`src/verilog/cpsr_consts.svh`:
```
`ifndef CPSR_CONSTS_SVH
`define CPSR_CONSTS_SVH

// ************************************************************
// Register map, byte addresses on the plain register port
// ************************************************************
`define CPSR_ADDR_W        8
`define CPSR_OFS_COUNTER   8'h00
`define CPSR_OFS_PHASE     8'h04
`define CPSR_OFS_SLOT1     8'h08
`define CPSR_SLOT_STEP     8'h04
`define CPSR_OFS_CTRL      8'h18
`define CPSR_OFS_STATUS    8'h1c

// ************************************************************
// Control word fields
// ************************************************************
`define CPSR_CTRL_MODE     0
`define CPSR_CTRL_POL      1
`define CPSR_CTRL_IMM      2
`define CPSR_CTRL_FORCE    3
`define CPSR_CTRL_RUN      4
`define CPSR_CTRL_W        5
`define CPSR_CTRL_RESET    5'h00

// ************************************************************
// Status word fields
// ************************************************************
`define CPSR_STAT_PIN_OUT  0
`define CPSR_STAT_PIN_IN   1
`define CPSR_STAT_PRD_EQ   2
`define CPSR_STAT_CMP_LT   3
`define CPSR_STAT_W        4

// ************************************************************
// Word values
// ************************************************************
`define CPSR_WORD_ZERO     32'h00000000
`define CPSR_WORD_ONE      32'h00000001

`endif

```
`src/verilog/cpsr_pkg.sv`:
```
package cpsr_pkg;

	// Pin function select
	typedef enum logic {
		CPSR_MODE_CAPTURE = 1'b0,
		CPSR_MODE_PULSE   = 1'b1
	} cpsr_mode_e;

	// One time-stamp or compare word
	typedef logic [31:0] cpsr_word_t;

endpackage

```
`src/verilog/cpsr_cmp.sv`:
```
`timescale 1ns/1ps
`default_nettype none

// Full-width magnitude comparator, purely combinational
module cpsr_cmp #(
	parameter int W = 32
) (
	// Operands
	input  wire logic [W-1:0] lhs,
	input  wire logic [W-1:0] rhs,
	// Results
	output wire logic         isEqual,
	output wire logic         isLess
);

	// Both relations from one pair of operands
	assign isEqual = (lhs == rhs);
	assign isLess  = (lhs < rhs);

endmodule

`default_nettype wire

```
`src/verilog/cpsr_top.sv`:
```
`timescale 1ns/1ps
`default_nettype none

`include "cpsr_consts.svh"

// Functional notes
// - capture mode blocks shadow-to-active transfers
// - immediate load copies shadow write at once
// - deferred load transfers on counter equals period
// - two separate full-width comparators in pulse mode
// - active write also fills its shadow
// - high polarity, compare zero: output low
// - high polarity, compare N: N high cycles
// - high polarity, compare=period: one low cycle
// - high polarity, compare>period: always high
// - low polarity, zero high; N low cycles
// - low polarity, period: one high cycle
// - running time-stamp counter readable as register
// - sync event or force loads phase offset
// - slot one: capture, write, active period
// - slot two: capture, write, active compare
// - slot three: capture or period shadow
// - slot four: capture or compare shadow
// - pin input in capture, output in pulse
// - counter counts up while run bit set, in either mode
// - polarity zero: compare gives high time
module cpsr_top
	import cpsr_pkg::*;
#(
	parameter int SLOTS = 4
) (
	// Clock and reset
	input  wire logic                     core_clk,
	input  wire logic                     rst,
	// Register port
	input  wire logic [`CPSR_ADDR_W-1:0]  regAddr,
	input  wire logic [31:0]              regWrData,
	input  wire logic                     regWrStb,
	input  wire logic                     regRdStb,
	output var  logic [31:0]              regRdData,
	// Capture events from the edge sequencer, one strobe per slot
	input  wire logic [SLOTS-1:0]         captureLoad,
	// Counter synchronisation
	input  wire logic                     syncInEvent,
	// Shared pin
	input  wire logic                     capPinIn,
	output var  logic                     capPinOut,
	output var  logic                     capPinOe
);

	// ************************************************************
	// Storage
	// ************************************************************

	cpsr_word_t             counter_r;
	cpsr_word_t             counter_nxt;
	cpsr_word_t             phase_r;
	cpsr_word_t             slot_r   [SLOTS];
	cpsr_word_t             slot_nxt [SLOTS];
	logic [`CPSR_CTRL_W-1:0] ctrl_r;
	logic                   pinOut_r;
	logic                   pinOe_r;
	logic                   pinIn_r;
	logic [31:0]            rdData_r;

	// ************************************************************
	// Control fields
	// ************************************************************

	cpsr_mode_e mode;
	logic       pulseMode;
	logic       polLow;
	logic       immLoad;
	logic       countRun;

	assign mode      = cpsr_mode_e'(ctrl_r[`CPSR_CTRL_MODE]);
	assign pulseMode = (mode == CPSR_MODE_PULSE);
	assign polLow    = ctrl_r[`CPSR_CTRL_POL];
	assign immLoad   = ctrl_r[`CPSR_CTRL_IMM];
	assign countRun  = ctrl_r[`CPSR_CTRL_RUN];

	// ************************************************************
	// Address decode
	// ************************************************************

	logic             hitCounter;
	logic             hitPhase;
	logic             hitCtrl;
	logic             hitStatus;
	logic [SLOTS-1:0] hitSlot;
	logic             hitSlotAny;
	logic             wrCounter;
	logic             wrPhase;
	logic             wrCtrl;
	logic [SLOTS-1:0] wrSlot;
	logic             forceSync;

	// Single-register decodes
	assign hitCounter = (regAddr == `CPSR_OFS_COUNTER);
	assign hitPhase   = (regAddr == `CPSR_OFS_PHASE);
	assign hitCtrl    = (regAddr == `CPSR_OFS_CTRL);
	assign hitStatus  = (regAddr == `CPSR_OFS_STATUS);
	assign hitSlotAny = |hitSlot;

	// Slots sit on consecutive words
	genvar gs;
	generate
		for (gs = 0; gs < SLOTS; gs++) begin : g_slotDecode
			assign hitSlot[gs] = (regAddr ==
				`CPSR_ADDR_W'(`CPSR_OFS_SLOT1 + gs * `CPSR_SLOT_STEP));
			assign wrSlot[gs]  = regWrStb && hitSlot[gs];
		end
	endgenerate

	// Write strobes per register
	assign wrCounter = regWrStb && hitCounter;
	assign wrPhase   = regWrStb && hitPhase;
	assign wrCtrl    = regWrStb && hitCtrl;

	// The force bit is an action, never stored, so it always reads zero
	assign forceSync = wrCtrl && regWrData[`CPSR_CTRL_FORCE];

	// ************************************************************
	// Comparators
	// ************************************************************

	logic periodEq;
	logic periodLt;
	logic cmpEq;
	logic cmpLt;

	// Counter against active period, used for wrap and deferred load
	cpsr_cmp #(
		.W (32)
	) u_periodCmp (
		.lhs     (counter_r),
		.rhs     (slot_r[0]),
		.isEqual (periodEq),
		.isLess  (periodLt)
	);

	// Counter against active compare, gives the active phase of the pulse
	cpsr_cmp #(
		.W (32)
	) u_compareCmp (
		.lhs     (counter_r),
		.rhs     (slot_r[1]),
		.isEqual (cmpEq),
		.isLess  (cmpLt)
	);

	// ************************************************************
	// Time-stamp counter
	// ************************************************************

	logic syncLoad;
	logic pulseWrap;
	logic deferLoad;

	assign syncLoad  = syncInEvent || forceSync;
	assign pulseWrap = pulseMode && periodEq;
	assign deferLoad = pulseMode && !immLoad && periodEq;

	// Sync has top priority so that phase alignment is never missed;
	// a stopped counter still takes phase and software loads
	always_comb begin
		if (syncLoad) begin
			counter_nxt = phase_r;
		end else if (wrCounter) begin
			counter_nxt = regWrData;
		end else if (!countRun) begin
			counter_nxt = counter_r;
		end else if (pulseWrap) begin
			counter_nxt = `CPSR_WORD_ZERO;
		end else begin
			counter_nxt = counter_r + `CPSR_WORD_ONE;
		end
	end

	always_ff @(posedge core_clk or posedge rst) begin
		if (rst) begin
			counter_r <= `CPSR_WORD_ZERO;
		end else begin
			counter_r <= counter_nxt;
		end
	end

	// ************************************************************
	// Capture slots and shadow transfer
	// ************************************************************

	// Slots p and p+2 form an active/shadow pair in pulse mode:
	// slot one with slot three (period), slot two with slot four (compare).
	// In capture mode every slot is an independent time-stamp; a capture
	// strobe beats a software write in the same cycle so no event is lost.
	always_comb begin
		for (int i = 0; i < SLOTS; i++) begin
			slot_nxt[i] = slot_r[i];
		end
		if (!pulseMode) begin
			for (int i = 0; i < SLOTS; i++) begin
				if (wrSlot[i]) begin
					slot_nxt[i] = regWrData;
				end
				if (captureLoad[i]) begin
					slot_nxt[i] = counter_r;
				end
			end
		end else begin
			for (int p = 0; p < 2; p++) begin
				// Deferred path at the period match
				if (deferLoad) begin
					slot_nxt[p] = slot_r[p + 2];
				end
				// Shadow write, copied straight through when loading is immediate
				if (wrSlot[p + 2]) begin
					slot_nxt[p + 2] = regWrData;
					if (immLoad) begin
						slot_nxt[p] = regWrData;
					end
				end
				// Active write lands in both halves of the pair
				if (wrSlot[p]) begin
					slot_nxt[p]     = regWrData;
					slot_nxt[p + 2] = regWrData;
				end
			end
		end
	end

	always_ff @(posedge core_clk or posedge rst) begin
		if (rst) begin
			for (int i = 0; i < SLOTS; i++) begin
				slot_r[i] <= `CPSR_WORD_ZERO;
			end
		end else begin
			for (int i = 0; i < SLOTS; i++) begin
				slot_r[i] <= slot_nxt[i];
			end
		end
	end

	// ************************************************************
	// Phase and control registers
	// ************************************************************

	logic [`CPSR_CTRL_W-1:0] ctrlWrVal;

	// Force is an action only; dropping it here keeps it reading zero
	// and stops a stored bit from looking like a pending sync
	always_comb begin
		ctrlWrVal                   = regWrData[`CPSR_CTRL_W-1:0];
		ctrlWrVal[`CPSR_CTRL_FORCE] = 1'b0;
	end

	// Software-only storage
	always_ff @(posedge core_clk or posedge rst) begin
		if (rst) begin
			phase_r <= `CPSR_WORD_ZERO;
			ctrl_r  <= `CPSR_CTRL_RESET;
		end else begin
			if (wrPhase) begin
				phase_r <= regWrData;
			end
			if (wrCtrl) begin
				ctrl_r <= ctrlWrVal;
			end
		end
	end

	// ************************************************************
	// Pulse output and pin direction
	// ************************************************************

	logic pulseActive;
	logic pinOutNxt;

	// Counter below compare is the active part of the period. Compare zero
	// is never active, compare N is active for counts 0..N-1, and any compare
	// above the period is active for the whole period.
	assign pulseActive = cmpLt;
	// Polarity zero drives the active part high, one drives it low
	assign pinOutNxt   = pulseMode && (pulseActive ^ polLow);

	// Registered so the pin never sees comparator glitches; this costs one
	// cycle of lag behind the counter but keeps every duty count exact
	always_ff @(posedge core_clk or posedge rst) begin
		if (rst) begin
			pinOut_r <= 1'b0;
			pinOe_r  <= 1'b0;
			pinIn_r  <= 1'b0;
		end else begin
			pinOut_r <= pinOutNxt;
			pinOe_r  <= pulseMode;
			pinIn_r  <= capPinIn;
		end
	end

	assign capPinOut = pinOut_r;
	assign capPinOe  = pinOe_r;

	// ************************************************************
	// Read path
	// ************************************************************

	logic [1:0]              slotIdx;
	logic [`CPSR_STAT_W-1:0] statusBits;
	logic [31:0]             ctrlWord;
	logic [31:0]             statusWord;
	logic [31:0]             rdMux;

	// One-hot slot hit to index
	always_comb begin
		slotIdx = 2'h0;
		for (int i = 0; i < SLOTS; i++) begin
			if (hitSlot[i]) begin
				slotIdx = 2'(i);
			end
		end
	end

	// Live view of the block's own state
	assign statusBits[`CPSR_STAT_PIN_OUT] = pinOut_r;
	assign statusBits[`CPSR_STAT_PIN_IN]  = pinIn_r;
	assign statusBits[`CPSR_STAT_PRD_EQ]  = periodEq;
	assign statusBits[`CPSR_STAT_CMP_LT]  = cmpLt;

	assign ctrlWord   = {{(32 - `CPSR_CTRL_W){1'b0}}, ctrl_r};
	assign statusWord = {{(32 - `CPSR_STAT_W){1'b0}}, statusBits};

	// Unmapped addresses read as zero
	assign rdMux = hitCounter ? counter_r :
		hitPhase   ? phase_r :
		hitSlotAny ? slot_r[slotIdx] :
		hitCtrl    ? ctrlWord :
		hitStatus  ? statusWord :
		`CPSR_WORD_ZERO;

	// Data stand only in the cycle after the read strobe
	always_ff @(posedge core_clk or posedge rst) begin
		if (rst) begin
			rdData_r <= `CPSR_WORD_ZERO;
		end else if (regRdStb) begin
			rdData_r <= rdMux;
		end else begin
			rdData_r <= `CPSR_WORD_ZERO;
		end
	end

	assign regRdData = rdData_r;

endmodule

`default_nettype wire
```
`config.mk`:
```
export PLATFORM = sky130hd
export DESIGN_NAME = cpsr_top
export DESIGN_NICKNAME = d
export VERILOG_FILES = /design/src/verilog/cpsr_pkg.sv /design/src/verilog/cpsr_cmp.sv /design/src/verilog/cpsr_top.sv
export VERILOG_INCLUDE_DIRS = /design/src /design/src/verilog
export SDC_FILE = /design/constraint.sdc
export NUM_CORES = 1
export LEC_CHECK = 0
export BUFFER_PORTS_ARGS = -buffer_cell sky130_fd_sc_hd__buf_2
export CELL_PAD_IN_SITES_DETAIL_PLACEMENT = 0
export CELL_PAD_IN_SITES_GLOBAL_PLACEMENT = 1
export CORE_MARGIN = 5
export CORE_UTILIZATION = 25
export CTS_CLUSTER_SIZE = 20
export DETAILED_ROUTE_END_ITERATION = 7
export PLACE_DENSITY = 0.56
export SYNTH_ARGS = -nofsm -noshare
export SYNTH_HDL_FRONTEND = slang
export SYNTH_SLANG_ARGS = --single-unit
export TNS_END_PERCENT = 1
```
`constraint.sdc`:
```
create_clock -name core_clk -period 7.45 [get_ports core_clk]
set_input_delay 0.745 -clock core_clk [delete_from_list [all_inputs] [get_ports core_clk]]
set_output_delay 0.745 -clock core_clk [all_outputs]
set_load 0.02 [all_outputs]
```
==> summary.txt, run 1 <==
Status
  • Outcome: complete, but fails checks
  • Failing checks: DRC

Place
  • DP Wirelength: 45,100 µm
  • Port bufs: 83
  • GPL Wtd Cong: 0.844

Min path
  • Hold EP: pinIn_r
  • Worst Hold Class: in2reg
  • Worst Min Path Start: capPinIn
  • Cell depth of the worst hold path: 1

Setup path
  • Critical path required time: 7.97 ns
  • Critical Path Sink Type: register
  • Reg2Reg Setup Slack: 3.48 ns
  • CP peak stage delay: 1.14 ns
  • Reg-to-reg startpoint: counter_r[21]
  • Worst-path cell chain: buf_2 > buf_4 > nor4b_2 > nand3_4 > o21ai_0 > a2111oi_0 > o22ai_1 > o211a_1
  • Crit path launch type: input port
  • WP data arrival: 4.59 ns
  • Reg2Reg Depth: 7
  • Worst reg2reg endpoint: slot_r[86]
  • CP max FO: 64
  • Slowest CP cell: o21ai_0
  • WS Path Type: in2reg

Logic synthesis
  • Avg Inst Size Synth: 9.01 µm²
  • Post-synthesis instance total: 1,858
  • Post-synth ARST share: 100%
  • Post-synth top cells: 231 x dfrtp_1, 140 x a21oi_1, 125 x nand2_1
  • Xor/xnor share of the synthesized area: 2.72%
  • Number of synthesis warnings: 0
  • Top FF cell, synth: dfrtp_1
  • FF+latch count, synth: 231
  • Post-synth EDFFs: 0
  • Post-synth top area share: 34.5%
  • Seq/Total Area, Yosys: 34.5%
  • Most numerous cell in the Yosys netlist: dfrtp_1
  • Net count after synthesis: 1,940
  • Simple-Gate Fraction of Synth Area: 12.2%
  • Top cells by area, synth: dfrtp_1 35%, mux2_2 7.9%, mux2i_1 7.3%
  • Main combinational cell family by area after synthesis: compound AO/OA/AOI/OAI gates
  • Netlist cell types: 80
  • Synth Area in Adders: 2.39%
  • Compound-gate portion of the synthesized area: 23.4%
  • Post-Syn Area: 16,700 µm²
  • Post-synthesis mux area share: 17.9%
  • Yosys top cell by area: dfrtp_1

Floorplan
  • Placeable Area: 66,100 µm²
  • Effective utilization at floorplan: 25.3%
  • Die footprint: 72,200 µm²
  • I/O Pins: 84
  • Die width: 269 µm
  • Die H: 269 µm
  • Std-Cell Rows: 94

Clock tree
  • Setup Buffers After CTS: 0
  • Cts repair resizes: 0
  • CTS Sinks: 231
  • Root buffer cell: clkbuf_16
  • CTS H-tree depth: 1
  • TritonCTS clock tree: done
  • CTS Hold Buffers Added: 0
  • TritonCTS Buffers: 31
  • CTS clock-pin slew for the worst setup and hold paths: 0.06 ns
  • Clock latency on the worst-skew pair: 0.60 ns
  • CTS Buffer Depth: 3

Power
  • Flop pwr share: 39.2%
  • P_int: 2.68 mW
  • Peak VDD IR: 175 µV
  • Comb pwr share: 19.4%
  • Clk pwr share: 41.5%
  • NetSw: 1.25 mW
  • PD cells: 209 nW/µm²
  • LEAKAGE: 8.27 nW
  • Tot Pwr: 3.93 mW
  • Switching power share of the total: 31.8%

STA
  • Final Hold Viols: 0
  • Post-Route Skew: 0.0148 ns
  • Fmax achieved: 246 MHz
  • # setup viols final: 0
  • Minimum clock period: 4.07 ns
  • Final worst-path cycle share: 54.6%
  • Setup TNS: 0 ns
  • Relative slew slack: 21.8%
  • Slew Limit Fails: 0
  • Worst-margin pin slew: 1.17 ns
  • RSZ-0062 raised after global routing: no

GRT
  • First-pass GRT wire length: 107,000 µm
  • Largest net degree at the start of global routing: 119
  • Initial antenna violation count: 2
  • GRT Total Usage: 19.4%
  • Remaining global-route overflow: 0
  • Number of global-route vias before repair: 15,426

Job
  • Max-capacitance violation count: 0

Drt
  • Vias: 15,334
  • Routed Antenna Nets: 0
  • Total routed wirelength: 72,600 µm
  • Starting DRT DRC Count: 1,378
  • Avg WL per Cell: 26.8 µm
  • Vias per cell: 5.66
  • Drc violations: 18
  • DR pass1 iterations: 8

Layout
  • Share of layout cells above drive strength 1: 18.9%
  • Layout area overhead: 12.3%
  • Final #Nets: 1,901
[kinds of logic after synthesis]
group / count (synthesis)
adders and majority gates: 32
DFF: 231
xor gates and xnor gates: 52
muxes: 269
and+or+nand+nor: 407
buffers and inverters: 260
AOI/OAI and AO/OA: 607
[registers in the layout, indices dropped and copies added, names as in the netlist]
signal / count
slot_r: 128
counter_r: 32
phase_r: 32
regRdData: 32
ctrl_r: 4
capPinOe: 1
capPinOut: 1
pinIn_r: 1
[placed cells by master (no fill, tap or decap), types with 6 or more instances in the layout]
| cell type | netlist | final |
|---|---|---|
| dfrtp_1 | 231 | 230 |
| a21oi_1 | 140 | 140 |
| nand2_1 | 125 | 125 |
| mux2i_1 | 122 | 122 |
| mux2_2 | 117 | 117 |
| o21ai_0 | 113 | 112 |
| nor2_1 | 94 | 92 |
| o22ai_1 | 84 | 84 |
| buf_2 | 41 | 83 |
| inv_1 | 68 | 66 |
| o211ai_1 | 63 | 63 |
| nor3_1 | 44 | 44 |
| xnor2_1 | 36 | 36 |
| buf_4 | 6 | 35 |
| ha_1 | 32 | 32 |
| nand3_1 | 33 | 31 |
| clkbuf_16 | 0 | 31 |
| o21ai_1 | 29 | 29 |
| o211a_1 | 28 | 28 |
| mux2_4 | 27 | 27 |
| a22oi_1 | 26 | 26 |
| nor4_1 | 23 | 23 |
| a222oi_1 | 20 | 20 |
| xor2_1 | 16 | 16 |
| nand4_1 | 16 | 16 |
| o21bai_1 | 16 | 16 |
| a31oi_1 | 17 | 16 |
| nand2b_1 | 14 | 14 |
| a211oi_1 | 14 | 14 |
| clkbuf_8 | 0 | 10 |
| and3_1 | 9 | 9 |
| and4_1 | 9 | 9 |
| a21o_1 | 9 | 9 |
| o21a_1 | 8 | 8 |
| or2_2 | 7 | 7 |
| o31ai_1 | 7 | 7 |
| nor2b_1 | 8 | 6 |
| clkinv_2 | 0 | 6 |
[power by group through the flow]
stage / registers (mW) / logic [mW] / clock network, mW
3_5_place_dp: 1.56 / 0.755 / 0
5_1_grt: 1.55 / 0.835 / 1.71
3_3_place_gp: 1.55 / 0.739 / 0
6_report: 1.54 / 0.762 / 1.63
2_1_floorplan: 1.46 / 0.579 / 0
4_1_cts: 1.53 / 0.759 / 1.66
[routing by layer]
metal / track usage (%) / vias up / part of all wire (%)
li1: - / 6823 / -
met1: 26.2 / 7772 / 43
met2: 32.9 / 609 / 47
met3: 2.58 / 128 / 6.1
met4: 5.48 / 2 / 3.1
met5: 0 / - / 0.018
[through the flow]
| step | cell area (µm²) | hold slack (ns) | setup WS (ns) | utilization [%] | std cells |
|---|---|---|---|---|---|
| 2_1_floorplan | 16700 | 0.352 | 0.372 | - | 1858 |
| 6_report | 18800 | 0.270 | 3.38 | 28.4 | 2707 |
| 4_1_cts | 18800 | 0.240 | 3.40 | 28.4 | 2706 |
| 3_3_place_gp | 17700 | 0.483 | 2.81 | 26.8 | 2650 |
| 5_1_grt | 18800 | 0.250 | 3.18 | 28.4 | 2707 |
| 3_5_place_dp | 17700 | 0.487 | 2.77 | 26.8 | 2650 |
[critical path, delay by kind of cell]
family,cells,cell delay [ns]
buf+inv,2,0.71
compound gates,4,1.65
simple gates,2,1.44
[cell type report]
class | instances | area [µm²]
clock inverters | 11 | 158
inverters | 69 | 267
diodes | 1 | 2.50
flip-flops and latches | 231 | 5780
fillers | 6992 | 47300
repair buffers | 119 | 698
multi-input cells | 1367 | 9880
clock buffers | 45 | 928
well taps | 864 | 1080
[worst max path at each step]
stage | start | end | slack, ns | cells past startpoint
6_report | regAddr[2] | slot_r[114] | 3.38 | 8
5_1_grt | regAddr[2] | slot_r[125] | 3.18 | 8
4_1_cts | regAddr[2] | slot_r[114] | 3.40 | 8
3_5_place_dp | regAddr[2] | slot_r[114] | 2.77 | 8
3_3_place_gp | regAddr[2] | slot_r[114] | 2.81 | 8
2_1_floorplan | rst | capPinOe | 0.37 | 1
Power figures use the tool's default switching activity.
==> run 2: changes to the inputs <==
==> constraint.sdc (replaced) <==
create_clock -name core_clk -period 3.5 [get_ports core_clk]
set_input_delay 0.35 -clock core_clk [delete_from_list [all_inputs] [get_ports core_clk]]
set_output_delay 0.35 -clock core_clk [all_outputs]
set_load 0.02 [all_outputs]
==> summary.txt, run 2 (synthesis gave the netlist of run 1 again) <==
Setup path
  • Worst-path cell chain: ha_1 > and2_0 > a221o_1 > a221oi_1 > o221ai_2 > or3_1 > a21oi_1
  • CP max FO: 11 (-83%)
  • CP Launch Point: counter_r[27]
  • WP data arrival: 3.74 ns (-0.85 ns)
  • CP Buf/Inv Count: 0 (-2)
  • Slowest CP cell: a221oi_1
  • Crit path launch type: register
  • Critical path required time: 3.94 ns (-4.03 ns)
  • Reg-to-reg startpoint: counter_r[27]
  • Reg2Reg Setup Slack: 0.20 ns (-3.28 ns)
  • WS Path Type: reg2reg
  • CP Depth: 7 (-1)
  • Reg2Reg Depth: 7 (unchanged)
  • Critical Path Sink Type: register
  • CP top delay family: compound AO/OA/AOI/OAI gates
  • CP peak stage delay: 0.69 ns (-0.45 ns)

Place
  • DP Wirelength: 47,300 µm (+5.0%)
  • GPL Wtd Cong: 0.845 (about the same)
  • Port bufs: 83 (unchanged)
  • DP Cell Count: 2,702 (+2.0%)

Clock tree
  • CTS Sinks: 231 (unchanged)
  • Root buffer cell: clkbuf_16
  • CTS clock-pin slew for the worst setup and hold paths: 0.05 ns (about the same)
  • Clock latency on the worst-skew pair: 0.55 ns (-0.05 ns)
  • CTS H-tree depth: 2 (+1)
  • TritonCTS Buffers: 34 (+9.7%)
  • CTS Buffer Depth: 3 (unchanged)
  • TritonCTS clock tree: done
  • Setup Buffers After CTS: 0 (unchanged)

Power
  • Tot Pwr: 8.34 mW (+110%)
  • LEAKAGE: 8.55 nW (+3.3%)
  • Peak VDD IR: 205 µV (+17%)
  • PD cells: 432 nW/µm² (+110%)

Drt
  • Avg WL per Cell: 26.8 µm (about the same)
  • Routed Antenna Nets: 0 (unchanged)
  • Vias: 15,705 (+2.4%)
  • Starting DRT DRC Count: 1,482 (+7.5%)
  • Total routed wirelength: 74,000 µm (+1.9%)
  • DR pass1 iterations: 6 (-2)
  • Drc violations: 0 (-18)
  • Vias per cell: 5.69 (+0.45%)

Min path
  • Cell depth of the worst hold path: 3 (+2)
  • Worst Min Path Start: regWrData[26]
  • Worst Hold Class: in2reg

STA
  • Post-Route Skew: 0.0206 ns (+0.00580 ns)
  • Slew Limit Fails: 0 (unchanged)
  • RSZ-0062 raised after global routing: no
  • Worst-margin pin slew: 1.18 ns (+0.0135 ns)
  • Setup TNS: 0 ns (unchanged)
  • Fmax achieved: 303 MHz
  • Final worst-path cycle share: 94.2%
  • Minimum clock period: 3.30 ns
  • Final Hold Viols: 0 (unchanged)
  • Relative slew slack: 20.9% (-0.90 points)
  • # setup viols final: 0 (unchanged)

Layout
  • Share of layout cells above drive strength 1: 20.9% (+1.9 points)
  • Max FFs per register: 128 (unchanged)
  • Layout area overhead: 15.2%
  • Non-filler cells, final: 2,760 (+2.0%)
  • Commonest non-fill, non-tap cell in the layout: dfrtp_1
  • FILL cells: 6,986 (-0.086%)
  • Ant diodes: 0 (-1)
  • Commonest cells after routing, fill and taps aside: 230 x dfrtp_1, 140 x a21oi_1, 125 x nand2_1
  • Final #Nets: 1,958 (+3.0%)
  • Register with the most flip-flops: slot_r

GRT
  • GRT Total Usage: 20.0% (+0.58 points)
  • Largest net degree at the start of global routing: 69 (-42%)
  • First-pass GRT wire length: 109,000 µm (+2.1%)
  • Remaining global-route overflow: 0 (unchanged)
  • Initial antenna violation count: 1 (-1)
  • Number of global-route vias before repair: 15,818 (+2.5%)

Floorplan
  • Effective utilization at floorplan: 25.3% (unchanged)
  • Std-Cell Rows: 94 (unchanged)
  • Placeable Area: 66,100 µm² (unchanged)
  • Die H: 269 µm (unchanged)
  • Die footprint: 72,200 µm² (unchanged)
  • I/O Pins: 84 (unchanged)
  • Die width: 269 µm (unchanged)

Job
  • Max-capacitance violation count: 0 (unchanged)

Status
  • Outcome: complete, no violations
-- run 2: changes by cell type in the layout (fill, tap and decap cells not counted), moves of 2 or more --
| cell | before | now |
|---|---|---|
| buf_4 | 35 | 77 |
| buf_12 | 1 | 11 |
| clkbuf_1 | 4 | 10 |
| clkinv_2 | 6 | 1 |
| bufinv_16 | 4 | 0 |
| clkbuf_16 | 31 | 35 |
| dlygate4sd3_1 | 0 | 2 |
-- run 2: worst min-delay path, stage by stage --
cell and delay [ns]:
buf_2 0.17, a21oi_1 0.09, o21ai_0 0.06
-- run 2: final timing paths --
check | endpoint
setup / recovery | capPinOut
hold / removal | slot_r[122]
setup reg to reg | capPinOut
hold reg to reg | counter_r[19]
max in group asynchronous | slot_r[19]
min in group asynchronous | regRdData[30]
-- run 2: what timing repair did --
item / CTS / global route
setup endpoints to repair: 0 / 1
endpoints found under the hold margin: 20 / 0
hold buffers: 2 / 0
gates resized for setup: 0 / 1
-- run 2: final cells by class --
type	count	area [µm²]	share of cell area, %
multi-input cells	1367	9880	51.2
flip-flops and latches	231	5780	30.0
repair buffers	173	1230	6.40
well taps	864	1080	5.60
clock buffers	54	1040	5.38
inverters	69	263	1.36
clock inverters	2	13.8	0.0714
-- run 2: metrics by stage --
stage	hold WS (ns)	area, µm²	worst slack (ns)	utilization (%)
floorplan	0.352	16700	0.128	-
global placement	0.465	18200	0.0129	27.6
detailed placement	0.464	18200	0.0393	27.6
CTS	0.129	19300	0.00346	29.2
global route	0.165	19300	0.150	29.2
finish	0.159	19300	0.202	29.2
-- run 2: layer usage --
| layer | up-vias | part of all wire, % | GRT usage, % |
|---|---|---|---|
| li1 | 6924 | - | - |
| met1 | 7964 | 43 | 26.5 |
| met2 | 653 | 47 | 32.9 |
| met3 | 164 | 6.0 | 2.86 |
| met4 | 0 | 4.3 | 8.30 |
| met5 | - | 0 | 0 |
-- run 2: report_power, final --
group	switching [mW]	leakage, nW	internal, mW
clock network	1.35	0.516	2.01
registers	0.303	3.01	2.91
logic	1.02	5.02	0.734
total	2.68	8.55	5.66
